<file path="config.mk">
export PLATFORM = sky130hd
export DESIGN_NAME = rnp_top
export DESIGN_NICKNAME = d
export VERILOG_FILES = /design/src/inc/rnp_pkg.sv /design/src/logic/rnp_lfsr.sv /design/src/logic/rnp_nbr_table.sv /design/src/logic/rnp_top.sv
export SDC_FILE = /design/constraint.sdc
export NUM_CORES = 2
export LEC_CHECK = 0
export ABC_AREA = 1
export BUFFER_PORTS_ARGS = -buffer_cell sky130_fd_sc_hd__buf_2
export CAP_MARGIN = 20
export CORE_MARGIN = 2
export CORE_UTILIZATION = 40
export DETAILED_ROUTE_END_ITERATION = 10
export PLACE_DENSITY_LB_ADDON = 0.2
export SLEW_MARGIN = 15
export SYNTH_ARGS = -nofsm -noshare
export SYNTH_HDL_FRONTEND = slang
export SYNTH_HIERARCHICAL = 1
export SYNTH_SLANG_ARGS = --single-unit
</file>
<file path="constraint.sdc">
create_clock -name SYS_CLK -period 21 [get_ports SYS_CLK]
set_input_delay 4.2 -clock SYS_CLK [delete_from_list [all_inputs] [get_ports SYS_CLK]]
set_output_delay 4.2 -clock SYS_CLK [all_outputs]
set_load 0.03 [all_outputs]
</file>
<file path="src/inc/rnp_pkg.sv">
package rnp_pkg;
    // Clock and time base
    localparam int CLK_PERIOD_NS = 40;
    localparam int UNIT_NS = 1000;
    localparam int UNIT_CYC = (UNIT_NS + CLK_PERIOD_NS - 1) / CLK_PERIOD_NS;
    localparam logic [4:0] UNIT_LAST = 5'(UNIT_CYC - 1);

    // Broadcast interval as a multiple of the addressed interval
    localparam logic [2:0] BCAST_MULT = 3'h5;

    // Multiframe slot structure
    localparam int SLOTS_PER_MF = 16;
    localparam int SLOT_W = 4;
    localparam int NBR_CNT_W = 4;
    localparam logic [15:0] LFSR_SEED = 16'hace1;

    // Register byte offsets
    localparam logic [7:0] OFS_CTRL = 8'h00;
    localparam logic [7:0] OFS_SLOT_MASK = 8'h04;
    localparam logic [7:0] OFS_OPP = 8'h08;
    localparam logic [7:0] OFS_T1 = 8'h0c;
    localparam logic [7:0] OFS_RATE = 8'h10;
    localparam logic [7:0] OFS_RESP = 8'h14;
    localparam logic [7:0] OFS_DED_THR = 8'h18;
    localparam logic [7:0] OFS_STATUS = 8'h1c;
    localparam logic [7:0] OFS_NBR_SEL = 8'h20;
    localparam logic [7:0] OFS_NBR_DATA = 8'h24;

    // Reset values
    localparam logic [15:0] RST_SLOT_MASK = 16'hffff;
    localparam logic [4:0] RST_OPP_M = 5'h04;
    localparam logic [3:0] RST_K = 4'h3;
    localparam logic [15:0] RST_T1 = 16'h0064;
    localparam logic [15:0] RST_RATE = 16'h0010;
    localparam logic [3:0] RST_RESP_N = 4'h1;
    localparam logic [3:0] RST_BO_MASK = 4'h7;
    localparam logic [15:0] RST_DED_THR = 16'h0100;

    typedef enum logic [1:0] {RNP_M_SYNC, RNP_M_INIT, RNP_M_IDLE, RNP_M_ACTIVE} rnp_mode_t;
    typedef enum logic [1:0] {RNP_R_FULL, RNP_R_DUTY, RNP_R_PROHIB} rnp_rate_t;
    typedef enum logic [1:0] {RNP_K_BCAST, RNP_K_RESP, RNP_K_DATA} rnp_kind_t;

    typedef struct packed {
        logic valid;
        rnp_kind_t kind;
        logic to_me;
        logic [7:0] src;
        logic [7:0] rssi;
    } rnp_rx_t;

    typedef struct packed {
        logic valid;
        rnp_kind_t kind;
        logic [7:0] dst;
        logic [NBR_CNT_W-1:0] nbr_cnt;
        logic [15:0] len;
    } rnp_tx_t;

    typedef struct packed {
        logic valid;
        logic [7:0] id;
        logic [7:0] qual;
    } rnp_nbr_t;
endpackage

</file>
<file path="src/logic/rnp_lfsr.sv">
`timescale 1ns/1ps
module rnp_lfsr
    import rnp_pkg::*;
(
    // Clock and reset
    input wire logic clk,
    input wire logic rst_n,
    // Pseudo-random value
    output logic [15:0] value
);
    // Free-running so backoff depends on arrival time as well
    always_ff @(posedge clk or negedge rst_n) begin
        if (!rst_n) begin
            value <= LFSR_SEED;
        end else begin
            value <= {value[14:0], value[15] ^ value[13] ^ value[12] ^ value[10]};
        end
    end
endmodule

</file>
<file path="src/logic/rnp_nbr_table.sv">
`timescale 1ns/1ps
module rnp_nbr_table
    import rnp_pkg::*;
#(
    parameter int ENTRIES = 8
) (
    // Clock and reset
    input wire logic clk,
    input wire logic rst_n,
    // Update from a received probe
    input wire logic upd,
    input wire logic [7:0] upd_id,
    input wire logic [7:0] upd_rssi,
    input wire logic upd_bcast,
    input wire logic [3:0] resp_n,
    // Table state
    output rnp_nbr_t [ENTRIES-1:0] list,
    output logic [NBR_CNT_W-1:0] count,
    output logic due,
    output logic [7:0] due_id
);
    logic [ENTRIES-1:0] hit;
    logic [ENTRIES-1:0] take;
    logic [ENTRIES-1:0] fire;
    logic [ENTRIES-1:0] first_free;
    logic [3:0] bc_reg [ENTRIES];

    always_comb begin
        logic found;
        found = 1'b0;
        first_free = '0;
        count = '0;
        for (int j = 0; j < ENTRIES; j++) begin
            count = count + NBR_CNT_W'(list[j].valid);
            if (!list[j].valid && !found) begin
                first_free[j] = 1'b1;
                found = 1'b1;
            end
        end
    end

    for (genvar i = 0; i < ENTRIES; i++) begin : g_ent
        logic [3:0] bc_inc;
        logic [9:0] wq;
        assign hit[i] = list[i].valid && list[i].id == upd_id;
        // A full table drops new neighbours rather than evicting
        assign take[i] = upd && (hit[i] || (hit == '0 && first_free[i]));
        assign bc_inc = hit[i] ? bc_reg[i] + 4'h1 : 4'h1;
        assign fire[i] = take[i] && upd_bcast && bc_inc >= resp_n;
        assign wq = ({2'h0, list[i].qual} * 10'h3) + {2'h0, upd_rssi};
        always_ff @(posedge clk or negedge rst_n) begin
            if (!rst_n) begin
                list[i] <= '0;
                bc_reg[i] <= 4'h0;
            end else if (take[i]) begin
                list[i].valid <= 1'b1;
                list[i].id <= upd_id;
                list[i].qual <= hit[i] ? wq[9:2] : upd_rssi;
                if (upd_bcast) begin
                    bc_reg[i] <= fire[i] ? 4'h0 : bc_inc;
                end
            end
        end
    end

    always_ff @(posedge clk or negedge rst_n) begin
        if (!rst_n) begin
            due <= 1'b0;
            due_id <= 8'h00;
        end else begin
            due <= |fire;
            due_id <= upd_id;
        end
    end
endmodule

</file>
<file path="src/logic/rnp_top.sv">
// Chosen here: the register addresses and the strobed register port.
`timescale 1ns/1ps
module rnp_top
    import rnp_pkg::*;
#(
    parameter int NBR_ENTRIES = 8
) (
    // Clock and reset
    input wire logic SYS_CLK,
    input wire logic RESETN,
    // Register port
    input wire logic [7:0] REG_ADDR,
    input wire logic [31:0] REG_WDATA,
    input wire logic REG_WR,
    input wire logic REG_RD,
    output logic [31:0] REG_RDATA,
    // Channel timing
    input wire logic SYNC_LOCK,
    input wire logic SLOT_TICK,
    input wire logic [SLOT_W-1:0] SLOT_INDEX,
    // Traffic state
    input wire logic SESSION_ACTIVE,
    input wire logic [15:0] DATA_PENDING,
    input wire logic [7:0] DATA_DST,
    // Received probes
    input rnp_rx_t RX_PROBE,
    // Probe transmit
    output rnp_tx_t TX_PROBE,
    output rnp_nbr_t [NBR_ENTRIES-1:0] NBR_LIST,
    output logic USE_DEDICATED
);
    localparam int IW = $clog2(NBR_ENTRIES);

    rnp_mode_t mode_reg;
    rnp_mode_t mode_next;
    rnp_rate_t rate_reg;
    logic [SLOTS_PER_MF-1:0] slot_mask_reg;
    logic [4:0] opp_m_reg;
    logic [3:0] k_reg;
    logic [15:0] t1_reg;
    logic [15:0] modem_rate_reg;
    logic [3:0] resp_n_reg;
    logic [3:0] bo_mask_reg;
    logic [15:0] ded_thr_reg;
    logic [IW-1:0] nbr_sel_reg;
    logic [31:0] rdata_reg;

    logic [4:0] unit_cnt_reg;
    logic unit_tick;
    logic [15:0] t1_left_reg;
    logic [18:0] t2_left_reg;
    logic [18:0] t2_len;
    logic [4:0] used_reg;
    logic [4:0] used_eff;
    logic [3:0] kgap_reg;
    logic resp_pend_reg;
    logic [7:0] resp_dst_reg;
    logic [3:0] bo_reg;
    rnp_tx_t tx_reg;
    rnp_tx_t tx_next;
    rnp_nbr_t [NBR_ENTRIES-1:0] list_reg;

    rnp_nbr_t [NBR_ENTRIES-1:0] tbl_list;
    logic [NBR_CNT_W-1:0] nbr_cnt;
    logic tbl_upd;
    logic due;
    logic [7:0] due_id;
    logic [15:0] rnd;
    logic [31:0] len_prod;
    logic [15:0] max_len;
    logic use_ded;
    logic rate_ok;
    logic opp;
    logic send_resp;
    logic send_data;
    logic send_bcast;
    logic mf_start;

    // Register writes
    always_ff @(posedge SYS_CLK or negedge RESETN) begin
        if (!RESETN) begin
            rate_reg <= RNP_R_FULL;
            slot_mask_reg <= RST_SLOT_MASK;
            opp_m_reg <= RST_OPP_M;
            k_reg <= RST_K;
            t1_reg <= RST_T1;
            modem_rate_reg <= RST_RATE;
            resp_n_reg <= RST_RESP_N;
            bo_mask_reg <= RST_BO_MASK;
            ded_thr_reg <= RST_DED_THR;
            nbr_sel_reg <= '0;
        end else if (REG_WR) begin
            if (REG_ADDR == OFS_CTRL) begin
                // Unused code 3 falls back to the quietest state
                if (REG_WDATA[1:0] == 2'h0) begin
                    rate_reg <= RNP_R_FULL;
                end else if (REG_WDATA[1:0] == 2'h1) begin
                    rate_reg <= RNP_R_DUTY;
                end else begin
                    rate_reg <= RNP_R_PROHIB;
                end
            end else if (REG_ADDR == OFS_SLOT_MASK) begin
                slot_mask_reg <= REG_WDATA[15:0];
            end else if (REG_ADDR == OFS_OPP) begin
                opp_m_reg <= REG_WDATA[4:0];
                k_reg <= REG_WDATA[11:8];
            end else if (REG_ADDR == OFS_T1) begin
                t1_reg <= REG_WDATA[15:0];
            end else if (REG_ADDR == OFS_RATE) begin
                modem_rate_reg <= REG_WDATA[15:0];
            end else if (REG_ADDR == OFS_RESP) begin
                resp_n_reg <= REG_WDATA[3:0];
                bo_mask_reg <= REG_WDATA[11:8];
            end else if (REG_ADDR == OFS_DED_THR) begin
                ded_thr_reg <= REG_WDATA[15:0];
            end else if (REG_ADDR == OFS_NBR_SEL) begin
                nbr_sel_reg <= REG_WDATA[IW-1:0];
            end
        end
    end

    // Register reads, data valid only in the following cycle
    always_ff @(posedge SYS_CLK or negedge RESETN) begin
        if (!RESETN) begin
            rdata_reg <= 32'h0;
        end else if (!REG_RD) begin
            rdata_reg <= 32'h0;
        end else if (REG_ADDR == OFS_CTRL) begin
            rdata_reg <= {30'h0, rate_reg};
        end else if (REG_ADDR == OFS_SLOT_MASK) begin
            rdata_reg <= {16'h0, slot_mask_reg};
        end else if (REG_ADDR == OFS_OPP) begin
            rdata_reg <= {20'h0, k_reg, 3'h0, opp_m_reg};
        end else if (REG_ADDR == OFS_T1) begin
            rdata_reg <= {16'h0, t1_reg};
        end else if (REG_ADDR == OFS_RATE) begin
            rdata_reg <= {16'h0, modem_rate_reg};
        end else if (REG_ADDR == OFS_RESP) begin
            rdata_reg <= {20'h0, bo_mask_reg, 4'h0, resp_n_reg};
        end else if (REG_ADDR == OFS_DED_THR) begin
            rdata_reg <= {16'h0, ded_thr_reg};
        end else if (REG_ADDR == OFS_STATUS) begin
            rdata_reg <= {16'h0, 3'h0, used_eff, NBR_CNT_W'(nbr_cnt), resp_pend_reg, use_ded, mode_reg};
        end else if (REG_ADDR == OFS_NBR_DATA) begin
            rdata_reg <= {15'h0, tbl_list[nbr_sel_reg]};
        end else begin
            rdata_reg <= 32'h0;
        end
    end
    assign REG_RDATA = rdata_reg;

    // Operating mode
    always_comb begin
        mode_next = mode_reg;
        case (mode_reg)
            RNP_M_SYNC: begin
                if (SYNC_LOCK) begin
                    mode_next = RNP_M_INIT;
                end
            end
            RNP_M_INIT: begin
                if (!SYNC_LOCK) begin
                    mode_next = RNP_M_SYNC;
                end else if (SESSION_ACTIVE) begin
                    mode_next = RNP_M_ACTIVE;
                end else if (nbr_cnt != '0) begin
                    mode_next = RNP_M_IDLE;
                end
            end
            default: begin
                if (!SYNC_LOCK) begin
                    mode_next = RNP_M_SYNC;
                end else if (SESSION_ACTIVE) begin
                    mode_next = RNP_M_ACTIVE;
                end else begin
                    mode_next = RNP_M_IDLE;
                end
            end
        endcase
    end

    always_ff @(posedge SYS_CLK or negedge RESETN) begin
        if (!RESETN) begin
            mode_reg <= RNP_M_SYNC;
        end else begin
            mode_reg <= mode_next;
        end
    end

    // Time unit prescaler
    assign unit_tick = unit_cnt_reg == UNIT_LAST;
    always_ff @(posedge SYS_CLK or negedge RESETN) begin
        if (!RESETN) begin
            unit_cnt_reg <= 5'h0;
        end else begin
            unit_cnt_reg <= unit_tick ? 5'h0 : unit_cnt_reg + 5'h1;
        end
    end

    // Probe interval timers
    assign t2_len = 19'({3'h0, t1_reg} * BCAST_MULT);
    always_ff @(posedge SYS_CLK or negedge RESETN) begin
        if (!RESETN) begin
            t1_left_reg <= 16'h0;
            t2_left_reg <= 19'h0;
        end else begin
            if (send_data || send_resp) begin
                t1_left_reg <= t1_reg;
            end else if (unit_tick && t1_left_reg != 16'h0) begin
                t1_left_reg <= t1_left_reg - 16'h1;
            end
            if (send_data || send_resp || send_bcast) begin
                t2_left_reg <= t2_len;
            end else if (unit_tick && t2_left_reg != 19'h0) begin
                t2_left_reg <= t2_left_reg - 19'h1;
            end
        end
    end

    // Idle rate control per multiframe
    assign mf_start = SLOT_TICK && SLOT_INDEX == '0;
    assign used_eff = mf_start ? 5'h0 : used_reg;
    always_comb begin
        case (rate_reg)
            RNP_R_FULL: rate_ok = 1'b1;
            RNP_R_DUTY: rate_ok = slot_mask_reg[SLOT_INDEX] && used_eff < opp_m_reg;
            default: rate_ok = 1'b0;
        endcase
    end

    always_ff @(posedge SYS_CLK or negedge RESETN) begin
        if (!RESETN) begin
            used_reg <= 5'h0;
            kgap_reg <= 4'h0;
        end else begin
            if (mode_reg == RNP_M_IDLE && tx_next.valid) begin
                used_reg <= used_eff + 5'h1;
                kgap_reg <= k_reg;
            end else begin
                used_reg <= used_eff;
                if (SLOT_TICK && kgap_reg != 4'h0) begin
                    kgap_reg <= kgap_reg - 4'h1;
                end
            end
        end
    end

    always_comb begin
        opp = 1'b0;
        if (SLOT_TICK) begin
            case (mode_reg)
                RNP_M_INIT: opp = 1'b1;
                RNP_M_ACTIVE: opp = 1'b1;
                RNP_M_IDLE: opp = rate_ok && kgap_reg == 4'h0;
                default: opp = 1'b0;
            endcase
        end
    end

    // Channel choice and length cap
    assign use_ded = DATA_PENDING > ded_thr_reg;
    assign USE_DEDICATED = use_ded;
    assign len_prod = 32'(t1_reg) * 32'(modem_rate_reg);
    assign max_len = len_prod > 32'h0000ffff ? 16'hffff : len_prod[15:0];

    // Transmit arbitration: response, then data, then broadcast
    assign send_resp = opp && resp_pend_reg && bo_reg == 4'h0;
    assign send_data = opp && !send_resp && mode_reg == RNP_M_ACTIVE && DATA_PENDING != 16'h0
        && !use_ded && t1_left_reg == 16'h0;
    assign send_bcast = opp && !send_resp && !send_data && t2_left_reg == 19'h0
        && (mode_reg != RNP_M_ACTIVE || DATA_PENDING == 16'h0);

    always_comb begin
        tx_next = '0;
        tx_next.nbr_cnt = nbr_cnt;
        if (send_resp) begin
            tx_next.valid = 1'b1;
            tx_next.kind = RNP_K_RESP;
            tx_next.dst = resp_dst_reg;
        end else if (send_data) begin
            tx_next.valid = 1'b1;
            tx_next.kind = RNP_K_DATA;
            tx_next.dst = DATA_DST;
            tx_next.len = DATA_PENDING > max_len ? max_len : DATA_PENDING;
        end else if (send_bcast) begin
            tx_next.valid = 1'b1;
            tx_next.kind = RNP_K_BCAST;
        end
    end

    always_ff @(posedge SYS_CLK or negedge RESETN) begin
        if (!RESETN) begin
            tx_reg <= '0;
            list_reg <= '0;
        end else begin
            tx_reg <= tx_next;
            if (send_bcast) begin
                list_reg <= tbl_list;
            end
        end
    end
    assign TX_PROBE = tx_reg;
    assign NBR_LIST = list_reg;

    // Response scheduling; a second due response while one waits is dropped
    always_ff @(posedge SYS_CLK or negedge RESETN) begin
        if (!RESETN) begin
            resp_pend_reg <= 1'b0;
            resp_dst_reg <= 8'h00;
            bo_reg <= 4'h0;
        end else if (due && (!resp_pend_reg || send_resp)) begin
            resp_pend_reg <= 1'b1;
            resp_dst_reg <= due_id;
            bo_reg <= rnd[3:0] & bo_mask_reg;
        end else if (send_resp) begin
            resp_pend_reg <= 1'b0;
        end else if (SLOT_TICK && bo_reg != 4'h0) begin
            bo_reg <= bo_reg - 4'h1;
        end
    end

    // Received probes: responses to us and third-party data only refresh
    assign tbl_upd = RX_PROBE.valid && mode_reg != RNP_M_SYNC
        && (RX_PROBE.kind != RNP_K_RESP || RX_PROBE.to_me);

    rnp_nbr_table #(
        .ENTRIES(NBR_ENTRIES)
    ) u_table (
        .clk(SYS_CLK),
        .rst_n(RESETN),
        .upd(tbl_upd),
        .upd_id(RX_PROBE.src),
        .upd_rssi(RX_PROBE.rssi),
        .upd_bcast(RX_PROBE.kind == RNP_K_BCAST),
        .resp_n(resp_n_reg),
        .list(tbl_list),
        .count(nbr_cnt),
        .due(due),
        .due_id(due_id)
    );

    rnp_lfsr u_lfsr (
        .clk(SYS_CLK),
        .rst_n(RESETN),
        .value(rnd)
    );

    a_no_tx_unsync: assert property (@(posedge SYS_CLK) disable iff (!RESETN)
        tx_reg.valid |-> $past(mode_reg) != RNP_M_SYNC) else $error("probe sent before sync");
    a_resp_addressed: assert property (@(posedge SYS_CLK) disable iff (!RESETN)
        tx_reg.valid && tx_reg.kind == RNP_K_RESP |-> tx_reg.dst == $past(resp_dst_reg))
        else $error("response to wrong node");
    a_prohib_quiet: assert property (@(posedge SYS_CLK) disable iff (!RESETN)
        mode_reg == RNP_M_IDLE && rate_reg == RNP_R_PROHIB |=> !tx_reg.valid)
        else $error("probe in prohibited state");
    a_duty_slot_mask: assert property (@(posedge SYS_CLK) disable iff (!RESETN)
        tx_reg.valid && $past(mode_reg) == RNP_M_IDLE && $past(rate_reg) == RNP_R_DUTY
        |-> $past(slot_mask_reg[SLOT_INDEX]) && $past(used_eff) < $past(opp_m_reg))
        else $error("duty probe outside allowed slot");
    a_ratio_gap: assert property (@(posedge SYS_CLK) disable iff (!RESETN)
        tx_reg.valid && $past(mode_reg) == RNP_M_IDLE |-> kgap_reg == $past(k_reg))
        else $error("activity gap not loaded");
    a_t2_restart: assert property (@(posedge SYS_CLK) disable iff (!RESETN)
        tx_reg.valid && tx_reg.kind != RNP_K_BCAST |-> t2_left_reg == 19'($past(t1_reg) * 5))
        else $error("broadcast timer not restarted");
    a_len_cap: assert property (@(posedge SYS_CLK) disable iff (!RESETN)
        tx_reg.valid && tx_reg.kind == RNP_K_DATA |-> tx_reg.len <= $past(max_len) && !$past(use_ded))
        else $error("data packet too long");
    a_bcast_idle_data: assert property (@(posedge SYS_CLK) disable iff (!RESETN)
        tx_reg.valid && tx_reg.kind == RNP_K_BCAST && $past(mode_reg) == RNP_M_ACTIVE
        |-> $past(DATA_PENDING) == 16'h0) else $error("broadcast while data pending");
    a_data_active: assert property (@(posedge SYS_CLK) disable iff (!RESETN)
        tx_reg.valid && tx_reg.kind == RNP_K_DATA |-> $past(mode_reg) == RNP_M_ACTIVE)
        else $error("data probe outside active mode");
endmodule

</file>
### Word-level counts from Yosys, hierarchy flattened

Cells that the tools add are included.
Widths: inputs -> output; s select.

* register bits after elaboration: 542
* output and inout port bits: 200
* word-level logic and storage cells: 404
* input port bits: 95

* magnitude comparators: 14
* bitwise gates (word level): 11
* reductions and logical operators: 142
* multipliers: 10
* equality and inequality tests: 28
* mux-type cells: 86
* $add $sub $neg: 29

Operators by type and width (count)
* $mux 17: 11
* $mux 16: 6
* $mux 4: 21
* $add 10x8->10: 8
* $mul 8x2->10 const B: 8
* $mux 8: 9
* $logic_and 1x1->1: 68
* $eq 8x8->1: 8
* $bmux 17 s3: 1
* $mux 19: 2
* $add 4x1->4 const B: 8
* $eq 8x5->1 const B: 4
* $ge 4x4->1: 8
* $gt 16x16->1: 2
* $gt 32x16->1 const B: 1
* $logic_not 16->1: 2
* $mul 16x16->32: 1
* $reduce_bool 16->1: 2
* $add 4x1->4: 6
* $reduce_and 2->1: 11
* $logic_not 19->1: 1
* $mul 16x3->19 const B: 1
* $mux 1: 19
* $reduce_bool 19->1: 1
* other kinds (43): 111

### Logic depth before layout (Yosys ltp)

* word-level depth: 27
* depth in mapped cells: 47
* mapped depth without buffers: 44

### Modules after synthesis

The synthesis kept the hierarchy.

By module, submodules not included
* rnp_top: seq. area each 8393.0 um^2, instances 1, cells an instance 3460, area an instance 27226.1 um^2
* rnp_nbr_table: seq. area each 4429.2 um^2, instances 1, cells an instance 1688, area an instance 13391.6 um^2
* rnp_lfsr: seq. area each 410.4 um^2, instances 1, cells an instance 33, area an instance 481.7 um^2

### Least setup slack after synthesis

Ideal clock, no wire load.

* path kind: in2out
* from: in DATA_PENDING[15]
* to: out USE_DEDICATED
* arrival: 5.222 ns
* stages on the path: 9
* path buffers: 0
* slack: 11.578 ns
* data required time: 16.800 ns
* path through: ha_1 > nand2_1 > inv_1 > nand2_1 > nor3_1 > nand2_1 > nand2_1 > nand2_1 > inv_1

* longest elaborated chain between the ends: 1

RTL lines
* from (decl): RTL line rnp_top.sv:23 `input wire logic [15:0] DATA_PENDING,`
* $gt 16x16->1: RTL line rnp_top.sv:261 `assign use_ded = DATA_PENDING > ded_thr_reg;`
* to (decl): RTL line rnp_top.sv:30 `output logic USE_DEDICATED`

No other way between the ends.

### Final worst setup path

* from: in DATA_PENDING[13]
* to: out USE_DEDICATED

Same word-level chain as after synthesis.

==> Implementation_results.wiki <==
{| class="wikitable"
! Metric !! Value
|-
| Count of pins on the block boundary || 295
|-
| Sw Ratio || 29.7%
|-
| Detailed-routing iteration count for the pre-antenna-repair pass || 7
|-
| ANT nets after route || 0
|-
| Initial antenna violation count || 7
|-
| RD Place Congestion || 0.948
|-
| Standby leakage power || 24.2 nW
|-
| Antenna Cells || 0
|-
| Fraction of synthesized area in multiplexers || 2.05%
|-
| Final global-route overflow total || 0
|-
| CP Data Arrival Time || 5.91 ns
|-
| WL/cell || 19.4 um
|-
| Die span in y || 325 um
|-
| DR DRC count || 0
|-
| Crit Path Category || in -> out
|-
| Number of setup buffers added after CTS || 0
|-
| Timing-limited maximum frequency || 98.9 MHz
|-
| Number of cells in the finished layout apart from fillers || 6753
|-
| Min Tclk post-route || 10.11 ns
|-
| PortBufs || 263
|-
| Setup violation total in the final timing report || 0
|-
| Count of warnings emitted by yosys || 6
|-
| Max_cap viols || 0
|-
| Clock share of power || 44.8%
|-
| Main combinational cell family by area after synthesis || adder cells
|-
| Ranking of synthesized cells by area || dfrtp_1 (30%), fa_1 (13%), nand2_1 (12%), ha_1 (8.4%), inv_1 (7.6%)
|-
| Synthesized flop and latch total || 527
|-
| H-Tree Level Count || 3
|-
| Area share of fa/ha/maj cells after synthesis || 21.2%
|-
| Starting utilization of the core area || 40.3%
|-
| Power per unit of standard cell area || 58.9 mW/mm2
|-
| Yosys cell types || 68
|-
| Sequential cell area fraction in the yosys report || 32.2%
|-
| CTS tree || built
|-
| Net switching power figure || 797 uW
|-
| Xor-xnor portion of the synthesized cell area || 2.60%
|-
| Hold Path Sink || u_lfsr/value[9]
|-
| X dimension of the die || 325 um
|-
| Min-delay src || u_lfsr/value[8]
|-
| Number of buffers added by the clock tree synthesis step || 66
|-
| Most area-hungry cell type in the Yosys netlist || dfrtp_1
|-
| Largest clock skew in the final design || 0.0413 ns
|-
| CTS sink count || 527
|-
| Crit path capture type || output pin
|-
| Reg-to-Reg Start || t1_reg[13]
|-
| Placement Rows || 117
|-
| Fraction of the mapped netlist area in simple logic gates || 20.0%
|-
| Worst-margin pin slew || 1.18 ns
|-
| Synthesized-area fraction occupied by ao, oa, aoi and oai cells || 11.4%
|-
| Buffers from clock root to sink, at most || 3
|-
| Area fraction of the dominant cell type after synthesis || 29.9%
|-
| Largest net degree at the start of global routing || 152
|-
| Reg-to-reg setup timing slack || 11.83 ns
|-
| Part of the cycle the worst path needs || 48.1%
|-
| Commonest cells after routing, fill and taps aside || nand2_1 (1283), inv_1 (833), dfrtp_1 (490), o21ai_0 (443)
|-
| Total negative slack for setup checks || 0 ns
|-
| HPWL reported at the end of detailed placement || 99.0 mm
|-
| Hold Crit Class || reg -> reg
|-
| Standard cell core area || 0.102 mm2
|-
| First-pass GRT wire length || 203 mm
|-
| Endpoints failing hold || 0
|-
| Average instance area after synthesis || 7.93 um2
|-
| Number of max-slew violations in the final report || 0
|-
| Crit path max fanout || 4
|-
| Internal || 1.89 mW
|-
| VDD IR-drop max || 61.1 uV
|-
| Total wire length || 131 mm
|-
| Run status || finished clean
|-
| Detailed Route Iter0 Violations || 2942
|-
| Final-stage net count || 5968
|-
| Comb power frac || 14.3%
|-
| Setup crit start kind || input port
|-
| Global Route Usage Sum || 24.9%
|-
| Vias in the first global route || 33700
|-
| Share of cells above drive strength 1 || 10.8%
|-
| RSZ-0062 raised after global routing || no
|-
| Ratio of routed vias to standard cells || 5.19
|-
| Source-to-sink clock delay at the later pin of the worst-skew pair || 0.65 ns
|-
| Clock slew at reported path FFs || 0.06 ns
|-
| Gates resized, CTS repair || 0
|-
| CTS Root Cell || clkbuf_16
|-
| Register share of total power || 40.9%
|-
| Area added between synthesis and finish || 11.0%
|-
| R2R cell count || 35
|-
| Die ar. || 0.105 mm2
|-
| Required time of the worst setup path || 16.80 ns
|-
| Area of the mapped netlist || 0.0411 mm2
|-
| Worst hold path depth || 0
|-
| Number of hold-repair buffers added at the cts stage || 0
|-
| Critical register-to-register path endpoint || TX_PROBE[2]
|-
| Most common cell after layout, fill and taps aside || nand2_1
|-
| Max_slew headroom || 21.3%
|-
| DP Cell Count || 6633
|-
| Mapped Cells || 5181
|-
| Via count || 35000
|}
[cell type report]
| class | count | area [um2] |
|---|---|---|
| sequential | 527 | 13200 |
| clock inverter | 26 | 359 |
| multi-input combinational | 3593 | 23600 |
| fill | 10300 | 56300 |
| clock buffer | 94 | 1940 |
| timing repair buffer | 286 | 1520 |
| tap | 1368 | 1710 |
| inverter | 859 | 3230 |
[worst max-delay path, cell delays in order]
cell and delay (ns):
buf_2 0.13, ha_1 0.30, nand2_1 0.05, inv_1 0.05, nand2_1 0.05, nor3_1 0.24, nand3_1 0.29, nand2_1 0.22
inv_1 0.15, buf_2 0.21
[stage by stage]
stage / area (um2) / utilization (%) / setup WS (ns) / hold slack (ns) / power, mW
3_3_place_gp: 43300 / 42.5 / 10.90 / 0.335 / 1.49
2_1_floorplan: 41200 / - / 11.58 / 0.331 / 1.36
3_5_place_dp: 43300 / 42.5 / 10.89 / 0.337 / 1.50
4_1_cts: 45600 / 44.8 / 10.89 / 0.350 / 2.71
5_1_grt: 45600 / 44.8 / 10.75 / 0.354 / 2.81
6_report: 45600 / 44.8 / 10.89 / 0.348 / 2.69
[cell families after synthesis]
kind of cell	count (synthesis)
AND/OR/NAND/NOR	1963
buffers and inverters	1075
other	1
XOR/XNOR	122
adder cells (fa/ha/maj)	540
flip-flops	527
AO/OA/AOI/OAI	885
multiplexers	68
[how the worst max path moves through the flow]
| stage | slack [ns] | startpoint | endpoint |
|---|---|---|---|
| global route | 10.75 | DATA_PENDING[15] | USE_DEDICATED |
| detailed placement | 10.89 | DATA_PENDING[15] | USE_DEDICATED |
| global placement | 10.90 | DATA_PENDING[15] | USE_DEDICATED |
| CTS | 10.89 | DATA_PENDING[13] | USE_DEDICATED |
| floorplan | 11.58 | DATA_PENDING[15] | USE_DEDICATED |
| finish | 10.89 | DATA_PENDING[13] | USE_DEDICATED |
[synthesized netlist by cell type, drive strengths merged]
library cell	instances
a211oi	1
a21boi	6
a21o	1
a21oi	258
a221oi	2
a22o	9
a31oi	22
and2	1
buf	96
clkbuf	120
clkinv	7
conb	1
dfrtp	491
dfstp	36
fa	263
ha	277
inv	852
mux2	68
nand2	1301
nand3	228
nand3b	13
nand4	54
nor2	296
nor2b	1
nor3	38
nor3b	6
nor4	9
o2111ai	4
o211a	1
o211ai	21
o21a	5
o21ai	531
o21bai	9
o221ai	8
o22ai	3
o311a	1
o31a	1
o31ai	2
or2	14
or3	1
or4	1
xnor2	44
xor2	78
[power groups by stage]
| stage | Combinational (mW) | Clock [mW] | Sequential (mW) |
|---|---|---|---|
| 6_report | 0.385 | 1.20 | 1.10 |
| 3_5_place_dp | 0.383 | 0 | 1.12 |
| 3_3_place_gp | 0.377 | 0 | 1.11 |
| 5_1_grt | 0.441 | 1.27 | 1.10 |
| 4_1_cts | 0.385 | 1.23 | 1.10 |
| 2_1_floorplan | 0.273 | 0 | 1.09 |
[metal layers]
metal | global-route usage, % | part of all wire (%)
met3 | 4.31 | 7.8
met4 | 7.53 | 2.9
met2 | 39.7 | 46
met1 | 34.6 | 44
met5 | 0 | 0.044
Note: power is estimated with default switching activity, not from simulation.
